### config.mk
export PLATFORM = sky130hd
export DESIGN_NAME = cpb_bridge
export DESIGN_NICKNAME = d
export VERILOG_FILES = /design/src/core/cpb_pkg.sv /design/src/core/cpb_bridge.sv /design/src/core/cpb_ret_buf.sv
export VERILOG_INCLUDE_DIRS = /design/src /design/src/core
export SDC_FILE = /design/constraint.sdc
export NUM_CORES = 1
export LEC_CHECK = 0
export BUFFER_PORTS_ARGS = -buffer_cell sky130_fd_sc_hd__buf_4
export CAP_MARGIN = 5
export CORE_MARGIN = 3
export CORE_UTILIZATION = 58
export CTS_CLUSTER_SIZE = 40
export DETAILED_ROUTE_END_ITERATION = 16
export HOLD_SLACK_MARGIN = 0.15
export PLACE_DENSITY = 0.82
export SLEW_MARGIN = 20
export SYNTH_ARGS = -nofsm -noshare
export SYNTH_HDL_FRONTEND = slang
export SYNTH_SLANG_ARGS = --single-unit
### constraint.sdc
create_clock -name I_SYS_CLK -period 9.6 [get_ports I_SYS_CLK]
set_clock_uncertainty 0.1 [all_clocks]
set_input_delay 2.4 -clock I_SYS_CLK [delete_from_list [all_inputs] [get_ports I_SYS_CLK]]
set_output_delay 2.4 -clock I_SYS_CLK [all_outputs]
set_load 0.01 [all_outputs]
### src/core/cpb_defines.svh
// Purpose: constants of the processor I/O port bridge
// Assumes: one 250 MHz clock, synchronous active-low reset
// Notes: address windows of the two port buses are local choices
//
// Summary of operation
// - write and write_and_release both become port writes
// - full quadword write goes as two longword grants
// - good-parity port address is acknowledged and queued
// - data parity good stores data, bad discards entry
// - foreign addresses ignored; address parity error flagged
// - prefetch buffer invalidated before port access
// - return buffer drained before any port write
// - write lower longword first unless its masks zero
// - instruction, data, other reads are port reads
// - reads queued without data, quadword split in two
// - return buffer drained before any port read
// - instruction read to I-stream, others to D-stream
// - read lower first unless masks zero, then upper
// - returned data buffered, then host return requested
// - after grant, return cycle drives buffered data
// - return tag taken from host address bits 4:3
// - port timeout ends transaction, nothing logged
`ifndef CPB_DEFINES_SVH
`define CPB_DEFINES_SVH

// ----------------------------------------
// address decode
// ----------------------------------------
`define CPB_PORT_SEL_MASK 32'hff00_0000
`define CPB_PORT0_BASE 32'h2000_0000
`define CPB_PORT1_BASE 32'h2100_0000

// ----------------------------------------
// field positions
// ----------------------------------------
`define CPB_TAG_MSB 4
`define CPB_TAG_LSB 3
`define CPB_QW_MSB 31
`define CPB_QW_LSB 3

// ----------------------------------------
// reset values
// ----------------------------------------
`define CPB_RST_ADDR 32'h0000_0000
`define CPB_RST_DATA 64'h0000_0000_0000_0000
`define CPB_RST_LW 32'h0000_0000
`define CPB_RST_MASK 8'h00
`define CPB_RST_BE 4'h0
`define CPB_RST_TAG 2'h0

`endif

### src/core/cpb_pkg.sv
// Purpose: types of the processor I/O port bridge
// Assumes: nothing beyond the defines header
// Notes: op codes on the host bus are a local encoding
package cpb_pkg;

// ----------------------------------------
// host bus operations
// ----------------------------------------
typedef enum logic [2:0] {
	CPB_OP_IDLE = 3'b000,
	CPB_OP_WRITE = 3'b001,
	CPB_OP_WRITE_REL = 3'b010,
	CPB_OP_INSTRUCTION_READ_OP = 3'b011,
	CPB_OP_DATA_READ_OP = 3'b100,
	CPB_OP_OTHER_READ_OP = 3'b101
} cpb_op_t;

// ----------------------------------------
// sequencer states
// ----------------------------------------
typedef enum logic [1:0] {
	CPB_PS_IDLE = 2'b00,
	CPB_PS_FLUSH = 2'b01,
	CPB_PS_ISSUE = 2'b10,
	CPB_PS_WAIT = 2'b11
} cpb_pst_t;

typedef enum logic [1:0] {
	CPB_RS_IDLE = 2'b00,
	CPB_RS_READ = 2'b01,
	CPB_RS_DRIVE = 2'b10
} cpb_rst_t;

endpackage

### src/core/cpb_bridge.sv
// Purpose: forwards host I/O reads and writes to two port buses
// Assumes: one queue entry per port; host retries if not acked
// Notes: port index 0 is the first port bus, 1 the second
`include "cpb_defines.svh"
module cpb_bridge (
	input wire logic I_SYS_CLK,
	input wire logic I_RESETN,
	input wire logic I_HB_ADDR_VALID,
	input wire cpb_pkg::cpb_op_t I_HB_OP,
	input wire logic [31:0] I_HB_ADDR,
	input wire logic I_HB_ADDR_PAR,
	input wire logic [7:0] I_HB_MASK,
	input wire logic I_HB_DATA_VALID,
	input wire logic [63:0] I_HB_DATA,
	input wire logic I_HB_DATA_PAR,
	output logic O_HB_ACK,
	output logic O_SOFT_ERR_REQ,
	output logic O_BUS_PAR_ERR,
	input wire logic I_BUS_PAR_ERR_CLR,
	output logic O_RR_REQ,
	input wire logic I_RR_GNT,
	output logic O_RR_VALID,
	output logic [1:0] O_RR_TAG,
	output logic [63:0] O_RR_DATA,
	output logic [1:0] O_PB_REQ,
	input wire logic [1:0] I_PB_GNT,
	output logic [1:0] O_PB_WR,
	output logic [1:0] O_PB_ISTREAM,
	output logic [1:0][31:0] O_PB_ADDR,
	output logic [1:0][31:0] O_PB_WDATA,
	output logic [1:0][3:0] O_PB_BE,
	output logic [1:0] O_PB_PREF_INV,
	input wire logic [1:0] I_PB_RDATA_VALID,
	input wire logic [1:0][31:0] I_PB_RDATA,
	input wire logic [1:0] I_PB_TIMEOUT
);
	import cpb_pkg::*;

	// ----------------------------------------
	// functions
	// ----------------------------------------
	// even parity: data bits plus parity bit xor to zero
	function automatic logic par_ok(input logic [63:0] d, input logic p);
		par_ok = ~(^{d, p});
	endfunction

	function automatic logic [1:0] port_hit(input logic [31:0] a);
		if ((a & `CPB_PORT_SEL_MASK) == `CPB_PORT0_BASE) begin
			port_hit = 2'b01;
		end else if ((a & `CPB_PORT_SEL_MASK) == `CPB_PORT1_BASE) begin
			port_hit = 2'b10;
		end else begin
			port_hit = 2'b00;
		end
	endfunction

	// lower longword goes first unless its masks are all zero
	function automatic logic first_hi(input logic [7:0] m);
		first_hi = (m[3:0] == 4'h0);
	endfunction

	// ----------------------------------------
	// declarations
	// ----------------------------------------
	logic addr_ok;
	logic [1:0] hit;
	logic tgt;
	logic is_wr;
	logic ack;
	logic addr_err;
	logic data_ok;
	logic wd_pend_ff;
	logic wd_port_ff;
	logic soft_err_ff;
	logic par_err_ff;
	logic [1:0] q_alloc_ff;
	logic [1:0] q_vld_ff;
	logic [1:0] q_wr_ff;
	logic [1:0] q_ist_ff;
	logic [1:0][31:0] q_addr_ff;
	logic [1:0][7:0] q_mask_ff;
	logic [1:0][63:0] q_data_ff;
	cpb_pst_t pst_ff [2];
	logic [1:0] cur_hi_ff;
	logic [1:0] pref_inv_ff;
	logic [1:0] more;
	logic [1:0] port_done;
	logic [1:0] load_en;
	logic [1:0] load_hi;
	logic [1:0] buf_we;
	logic [1:0] fill_done;
	logic [1:0] rr_full_ff;
	logic [1:0][1:0] rr_tag_ff;
	cpb_rst_t rs_ff;
	logic rr_sel_ff;
	logic rr_take;
	logic rr_pick;
	logic [1:0][31:0] out_addr_ff;
	logic [1:0][31:0] out_wdata_ff;
	logic [1:0][3:0] out_be_ff;
	logic [1:0] out_wr_ff;
	logic [1:0] out_ist_ff;
	logic [1:0] tag_out_ff;
	logic [63:0] rd_data;

	// ----------------------------------------
	// host slave decode
	// ----------------------------------------
	assign addr_ok = par_ok({32'h0000_0000, I_HB_ADDR}, I_HB_ADDR_PAR);
	assign hit = port_hit(I_HB_ADDR);
	assign tgt = hit[1];
	assign is_wr = (I_HB_OP == CPB_OP_WRITE) || (I_HB_OP == CPB_OP_WRITE_REL);
	// a busy entry withholds the ack; the host must retry later
	assign ack = I_HB_ADDR_VALID && addr_ok && (hit != 2'b00) && !q_alloc_ff[tgt]
		&& !wd_pend_ff;
	assign addr_err = I_HB_ADDR_VALID && !addr_ok;
	assign data_ok = I_HB_DATA_VALID && par_ok(I_HB_DATA, I_HB_DATA_PAR);
	assign O_HB_ACK = ack;
	assign O_SOFT_ERR_REQ = soft_err_ff;
	assign O_BUS_PAR_ERR = par_err_ff;

	// write data is taken only in the cycle after the ack
	always_ff @(posedge I_SYS_CLK) begin
		if (!I_RESETN) begin
			wd_pend_ff <= 1'b0;
			wd_port_ff <= 1'b0;
		end else begin
			wd_pend_ff <= ack && is_wr;
			wd_port_ff <= tgt;
		end
	end

	always_ff @(posedge I_SYS_CLK) begin
		if (!I_RESETN) begin
			soft_err_ff <= 1'b0;
		end else begin
			soft_err_ff <= addr_err || (wd_pend_ff && !data_ok);
		end
	end

	// set wins over a clear in the same cycle
	always_ff @(posedge I_SYS_CLK) begin
		if (!I_RESETN) begin
			par_err_ff <= 1'b0;
		end else if (addr_err) begin
			par_err_ff <= 1'b1;
		end else if (I_BUS_PAR_ERR_CLR) begin
			par_err_ff <= 1'b0;
		end
	end

	// ----------------------------------------
	// request queue, one entry per port
	// ----------------------------------------
	always_ff @(posedge I_SYS_CLK) begin
		if (!I_RESETN) begin
			q_alloc_ff <= 2'b00;
			q_vld_ff <= 2'b00;
			q_wr_ff <= 2'b00;
			q_ist_ff <= 2'b00;
			q_addr_ff <= '{default: `CPB_RST_ADDR};
			q_mask_ff <= '{default: `CPB_RST_MASK};
			q_data_ff <= '{default: `CPB_RST_DATA};
		end else begin
			for (int p = 0; p < 2; p++) begin
				if (ack && (tgt == p[0])) begin
					q_alloc_ff[p] <= 1'b1;
					q_vld_ff[p] <= !is_wr;
					q_wr_ff[p] <= is_wr;
					q_ist_ff[p] <= (I_HB_OP == CPB_OP_INSTRUCTION_READ_OP);
					q_addr_ff[p] <= I_HB_ADDR;
					q_mask_ff[p] <= I_HB_MASK;
				end else if (wd_pend_ff && (wd_port_ff == p[0])) begin
					if (data_ok) begin
						q_data_ff[p] <= I_HB_DATA;
						q_vld_ff[p] <= 1'b1;
					end else begin
						q_alloc_ff[p] <= 1'b0;
					end
				end else if (port_done[p]) begin
					q_alloc_ff[p] <= 1'b0;
					q_vld_ff[p] <= 1'b0;
				end
			end
		end
	end

	// ----------------------------------------
	// port sequencer strobes
	// ----------------------------------------
	always_comb begin
		for (int p = 0; p < 2; p++) begin
			more[p] = !cur_hi_ff[p] && (q_mask_ff[p][7:4] != 4'h0);
			O_PB_REQ[p] = (pst_ff[p] == CPB_PS_ISSUE);
			port_done[p] = 1'b0;
			load_en[p] = 1'b0;
			load_hi[p] = cur_hi_ff[p];
			buf_we[p] = 1'b0;
			fill_done[p] = 1'b0;
			case (pst_ff[p])
				CPB_PS_FLUSH: begin
					load_en[p] = !rr_full_ff[p];
				end
				CPB_PS_ISSUE: begin
					if (I_PB_TIMEOUT[p]) begin
						port_done[p] = 1'b1;
					end else if (I_PB_GNT[p] && q_wr_ff[p]) begin
						load_en[p] = more[p];
						load_hi[p] = 1'b1;
						port_done[p] = !more[p];
					end
				end
				CPB_PS_WAIT: begin
					if (I_PB_TIMEOUT[p]) begin
						port_done[p] = 1'b1;
					end else if (I_PB_RDATA_VALID[p]) begin
						buf_we[p] = 1'b1;
						load_en[p] = more[p];
						load_hi[p] = 1'b1;
						port_done[p] = !more[p];
						fill_done[p] = !more[p];
					end
				end
				default: begin
				end
			endcase
		end
	end

	// ----------------------------------------
	// port sequencer state
	// ----------------------------------------
	always_ff @(posedge I_SYS_CLK) begin
		if (!I_RESETN) begin
			pst_ff <= '{default: CPB_PS_IDLE};
			cur_hi_ff <= 2'b00;
			pref_inv_ff <= 2'b00;
		end else begin
			for (int p = 0; p < 2; p++) begin
				pref_inv_ff[p] <= 1'b0;
				case (pst_ff[p])
					CPB_PS_IDLE: begin
						if (q_vld_ff[p]) begin
							pref_inv_ff[p] <= 1'b1;
							cur_hi_ff[p] <= first_hi(q_mask_ff[p]);
							pst_ff[p] <= CPB_PS_FLUSH;
						end
					end
					CPB_PS_FLUSH: begin
						if (load_en[p]) begin
							pst_ff[p] <= CPB_PS_ISSUE;
						end
					end
					CPB_PS_ISSUE: begin
						if (port_done[p]) begin
							pst_ff[p] <= CPB_PS_IDLE;
						end else if (I_PB_GNT[p] && !q_wr_ff[p]) begin
							pst_ff[p] <= CPB_PS_WAIT;
						end else if (load_en[p]) begin
							cur_hi_ff[p] <= 1'b1;
						end
					end
					CPB_PS_WAIT: begin
						if (port_done[p]) begin
							pst_ff[p] <= CPB_PS_IDLE;
						end else if (load_en[p]) begin
							cur_hi_ff[p] <= 1'b1;
							pst_ff[p] <= CPB_PS_ISSUE;
						end
					end
					default: begin
						pst_ff[p] <= CPB_PS_IDLE;
					end
				endcase
			end
		end
	end

	// ----------------------------------------
	// port bus outputs
	// ----------------------------------------
	always_ff @(posedge I_SYS_CLK) begin
		if (!I_RESETN) begin
			out_addr_ff <= '{default: `CPB_RST_ADDR};
			out_wdata_ff <= '{default: `CPB_RST_LW};
			out_be_ff <= '{default: `CPB_RST_BE};
			out_wr_ff <= 2'b00;
			out_ist_ff <= 2'b00;
		end else begin
			for (int p = 0; p < 2; p++) begin
				if (load_en[p]) begin
					out_addr_ff[p] <= {q_addr_ff[p][`CPB_QW_MSB:`CPB_QW_LSB], load_hi[p], 2'b00};
					out_be_ff[p] <= load_hi[p] ? q_mask_ff[p][7:4] : q_mask_ff[p][3:0];
					out_wdata_ff[p] <= load_hi[p] ? q_data_ff[p][63:32] : q_data_ff[p][31:0];
					out_wr_ff[p] <= q_wr_ff[p];
					out_ist_ff[p] <= q_ist_ff[p] && !q_wr_ff[p];
				end
			end
		end
	end

	assign O_PB_ADDR = out_addr_ff;
	assign O_PB_WDATA = out_wdata_ff;
	assign O_PB_BE = out_be_ff;
	assign O_PB_WR = out_wr_ff;
	assign O_PB_ISTREAM = out_ist_ff;
	assign O_PB_PREF_INV = pref_inv_ff;

	// ----------------------------------------
	// read return to the host bus
	// ----------------------------------------
	// fixed priority to the first port; a port cannot refill before draining
	assign rr_pick = !rr_full_ff[0];
	assign O_RR_REQ = (rs_ff == CPB_RS_IDLE) && (rr_full_ff != 2'b00);
	assign rr_take = O_RR_REQ && I_RR_GNT;

	always_ff @(posedge I_SYS_CLK) begin
		if (!I_RESETN) begin
			rs_ff <= CPB_RS_IDLE;
			rr_sel_ff <= 1'b0;
			tag_out_ff <= `CPB_RST_TAG;
		end else begin
			case (rs_ff)
				CPB_RS_IDLE: begin
					if (rr_take) begin
						rr_sel_ff <= rr_pick;
						tag_out_ff <= rr_tag_ff[rr_pick];
						rs_ff <= CPB_RS_READ;
					end
				end
				CPB_RS_READ: begin
					rs_ff <= CPB_RS_DRIVE;
				end
				default: begin
					rs_ff <= CPB_RS_IDLE;
				end
			endcase
		end
	end

	// set wins; in practice a full entry blocks its own refill
	always_ff @(posedge I_SYS_CLK) begin
		if (!I_RESETN) begin
			rr_full_ff <= 2'b00;
			rr_tag_ff <= '{default: `CPB_RST_TAG};
		end else begin
			for (int p = 0; p < 2; p++) begin
				if (fill_done[p]) begin
					rr_full_ff[p] <= 1'b1;
					rr_tag_ff[p] <= q_addr_ff[p][`CPB_TAG_MSB:`CPB_TAG_LSB];
				end else if ((rs_ff == CPB_RS_DRIVE) && (rr_sel_ff == p[0])) begin
					rr_full_ff[p] <= 1'b0;
				end
			end
		end
	end

	assign O_RR_VALID = (rs_ff == CPB_RS_DRIVE);
	assign O_RR_TAG = tag_out_ff;
	assign O_RR_DATA = rd_data;

	cpb_ret_buf u_ret_buf (
		.i_clk(I_SYS_CLK),
		.i_resetn(I_RESETN),
		.i_wr_en(buf_we),
		.i_wr_hi(cur_hi_ff),
		.i_wr_data(I_PB_RDATA),
		.i_rd_en(rr_take),
		.i_rd_idx(rr_pick),
		.o_rd_data(rd_data)
	);
endmodule

### src/core/cpb_ret_buf.sv
// Purpose: read return buffer, one quadword per port
// Assumes: each port writes only its own entry
// Notes: read data is registered, valid one cycle after i_rd_en
`include "cpb_defines.svh"
module cpb_ret_buf (
	input wire logic i_clk,
	input wire logic i_resetn,
	input wire logic [1:0] i_wr_en,
	input wire logic [1:0] i_wr_hi,
	input wire logic [1:0][31:0] i_wr_data,
	input wire logic i_rd_en,
	input wire logic i_rd_idx,
	output logic [63:0] o_rd_data
);
	logic [63:0] mem [2];

	// ----------------------------------------
	// write lanes
	// ----------------------------------------
	// no reset on storage; entries are read only after being filled
	always_ff @(posedge i_clk) begin
		for (int p = 0; p < 2; p++) begin
			if (i_wr_en[p]) begin
				if (i_wr_hi[p]) begin
					mem[p][63:32] <= i_wr_data[p];
				end else begin
					mem[p][31:0] <= i_wr_data[p];
				end
			end
		end
	end

	// ----------------------------------------
	// registered read
	// ----------------------------------------
	always_ff @(posedge i_clk) begin
		if (!i_resetn) begin
			o_rd_data <= `CPB_RST_DATA;
		end else if (i_rd_en) begin
			o_rd_data <= mem[i_rd_idx];
		end
	end
endmodule

==> flow_summary.toml <==
[drt]
wl_mm = 55.9
drcViolationCount = 0
via_count = 15700
drtPass1Iterations = 7
drt_iter0_drc = 1006
wire_per_inst_um = 19.4
detail-route-antenna-nets = 0
via_per_inst = 5.44

[grt]
grtUsageTotal_pct = 26.6
grt_first_pass_wirelength_mm = 86.4
antenna_found_initial = 3
grt_overflow = 0
grt_max_degree = 317
grt_pass1_vias = 15800

[setup_path]
slowest_delay_ns = 0.51
critPathKind = "in2out"
cp_common_cell = "buf_4"
cp_cell_sequence = "buf_4, or4b_1, nor4_1, nand4b_1, nor2_2, buf_4"
crit_required_ns = 7.10
worst_setup_path_end_kind = "primary output"
critPathMaxFanout = 7
cp_data_arrival_time_ns = 4.41
critPathSlowestCell = "or4b_1"
cp-start-kind = "primary input"

[synth]
synth_edf_count = 128
yosysMostFrequentCell = "dfxtp_1"
synth.area.top_cells = "dfxtp_1 39%, edfxtp_1 17%, mux2i_1 12%"
async_flop_share_pct = 0
ys_seq_area_share_pct = 56.3
yosysWarningCount = 0
synth_top_area_share_pct = 39.0
synth_seq_cells = 561
synthFlopType = "dfxtp_1"
syn_avg_cell_area_sq_um = 11.1
synth_area_leader_cell = "dfxtp_1"
syn_inst = 1999
synth_cell_types = 47
synth.cell_area_sq_um = 22200
synth_commonest_cells = "433 x dfxtp_1, 398 x nand2_1, 271 x mux2i_1"

[clocking]
cts-htree-levels = 2
cts_sinks = 561
ctsLongestPathBuffers = 3
path_clk_slew_ns = 0.06
cts_resized = 0
cts-root-buf = "clkbuf_16"
worstSkewPairLatency_ns = 0.59
cts_tree = "built"
postCtsSetupBuffers = 0
cts_buffers = 55
cts_hold_buf = 0

[placed_design]
routabilityCongestion = 0.887
place_area_sq_um = 25400
hpwl_mm = 37.0
portBuffers = 395

[die]
ios = 400
die_area_sq_um = 40700
die_h_um = 202
start_util_pct = 58.9
coreArea_sq_um = 37800
die_x_um = 202
fp-row-count = 71

[power]
peakVddDrop_mv = 0.186
leakage_nw = 12.0
power_density_nw_per_um2 = 184

[job]
maxCapViolations = 0

[status]
status = "finished, final reports clean"

[timing]
slew_viol_final = 0
setup_viol = 0
fmax_ghz = 0.145
timing.final.crit_share_pct = 72.0
fin_tns_setup_ns = 0
hold_violations = 0
rsz0062_at_grt = "no"
tightest_slew_ns = 1.14
fin_crit_ns = 6.91
maxSlewHeadroom_pct = 24.2

[finish]
stdcell_area_sq_um = 27300
area_growth_syn_to_layout_pct = 22.9
finalNetCount = 2512
final_layout_size_suffix_gt1_share_pct = 21.9

[min_path]
hp-class = "reg2reg"
power by group:
part / internal (mW) / leakage (nW) / switching (mW) / total, mW
Sequential: 2.42 / 4.64 / 0.00534 / 2.42
Clock: 1.35 / 0.949 / 0.889 / 2.24
Combinational: 0.176 / 6.45 / 0.186 / 0.362
Total: 3.95 / 12.0 / 1.08 / 5.03
state kept, by name, indices dropped and copies added, names as in the netlist, 2 cells and up:
signal and flops:
O_PB_BE 8, O_PB_ADDR 60, rr_full_ff 2, O_PB_WDATA 64, q_vld_ff 2, cur_hi_ff 2
q_wr_ff 2, O_PB_ISTREAM 2, rs_ff 2, u_ret_buf.mem 128, q_data_ff 128, q_addr_ff 58
O_PB_WR 2, q_ist_ff 2, q_mask_ff 16, pst_ff 4, O_RR_TAG 2, q_alloc_ff 2
u_ret_buf.o_rd_data 64, O_PB_PREF_INV 2, rr_tag_ff 4
worst paths after layout:
check	from	to	slack (ns)	depth (start not counted)
max	I_HB_ADDR[26]	O_HB_ACK	2.69	6
min	rs_ff[0]	rs_ff[1]	0.35	2
max reg2reg	pst_ff[0]	O_PB_WDATA[59]	6.63	8
min reg2reg	rs_ff[0]	rs_ff[1]	0.35	2
cells in the final DEF, fill, tap and decap left out, drive strengths merged, types with 2 or more instances in the layout:
cell / instances
clkbuf: 80
o21ai: 9
a21oi: 8
a21boi: 132
nor3b: 5
and2: 11
dfxtp: 433
a31oi: 2
o21bai: 2
xnor3: 2
conb: 4
o311a: 4
edfxtp: 128
nor3: 7
o211a: 140
nor2: 24
o21a: 5
nand2b: 4
bufinv: 6
nor4: 4
buf: 414
clkinv: 14
xor2: 9
or2: 2
o41ai: 2
nand2: 398
xnor2: 84
nand3: 2
nor2b: 135
and3: 17
mux2i: 271
inv: 6
metal layers:
metal	wire length, um	track usage, %
met1	23600	34.3
met2	26200	43.8
met3	4140	6.36
met4	2040	10.2
met5	27	0
metrics by stage:
stage / utilization [%] / instances / setup slack [ns] / hold slack (ns) / power (mW)
after floorplan: - / 2002 / 3.41 / 0.313 / 2.68
after global placement: 67.2 / 2780 / 2.79 / 0.322 / 2.83
after detailed placement: 67.3 / 2781 / 2.66 / 0.336 / 2.84
after CTS: 72.3 / 2883 / 2.64 / 0.345 / 5.07
after global routing: 72.3 / 2884 / 2.52 / 0.359 / 5.18
final: 72.3 / 2884 / 2.69 / 0.348 / 5.03
kinds of logic after synthesis:
kind of cell              share of synthesized area [%]
AOI/OAI and AO/OA                                  11.8
xor gates and xnor gates                           3.90
buffers and inverters                              3.16
DFF                                                56.3
muxes                                              12.2
other                                            0.0169
and+or+nand+nor                                    12.6
area by class of cell:
| class | instances | area, sq um |
|---|---|---|
| Multi-Input combinational cell | 1290 | 9070 |
| Timing Repair Buffer | 414 | 3150 |
| Clock inverter | 22 | 265 |
| Clock buffer | 80 | 1650 |
| Antenna cell | 1 | 2.50 |
| Inverter | 5 | 18.8 |
| Fill cell | 2578 | 10400 |
| Tap cell | 511 | 639 |
| Sequential cell | 561 | 12500 |
worst max-delay path: cells and delay by family:
kind	cells	cell delay [ns]
buffers and inverters	2	0.29
AND/OR/NAND/NOR	4	1.72
No activity file was read; power rests on OpenSTA's default activity.
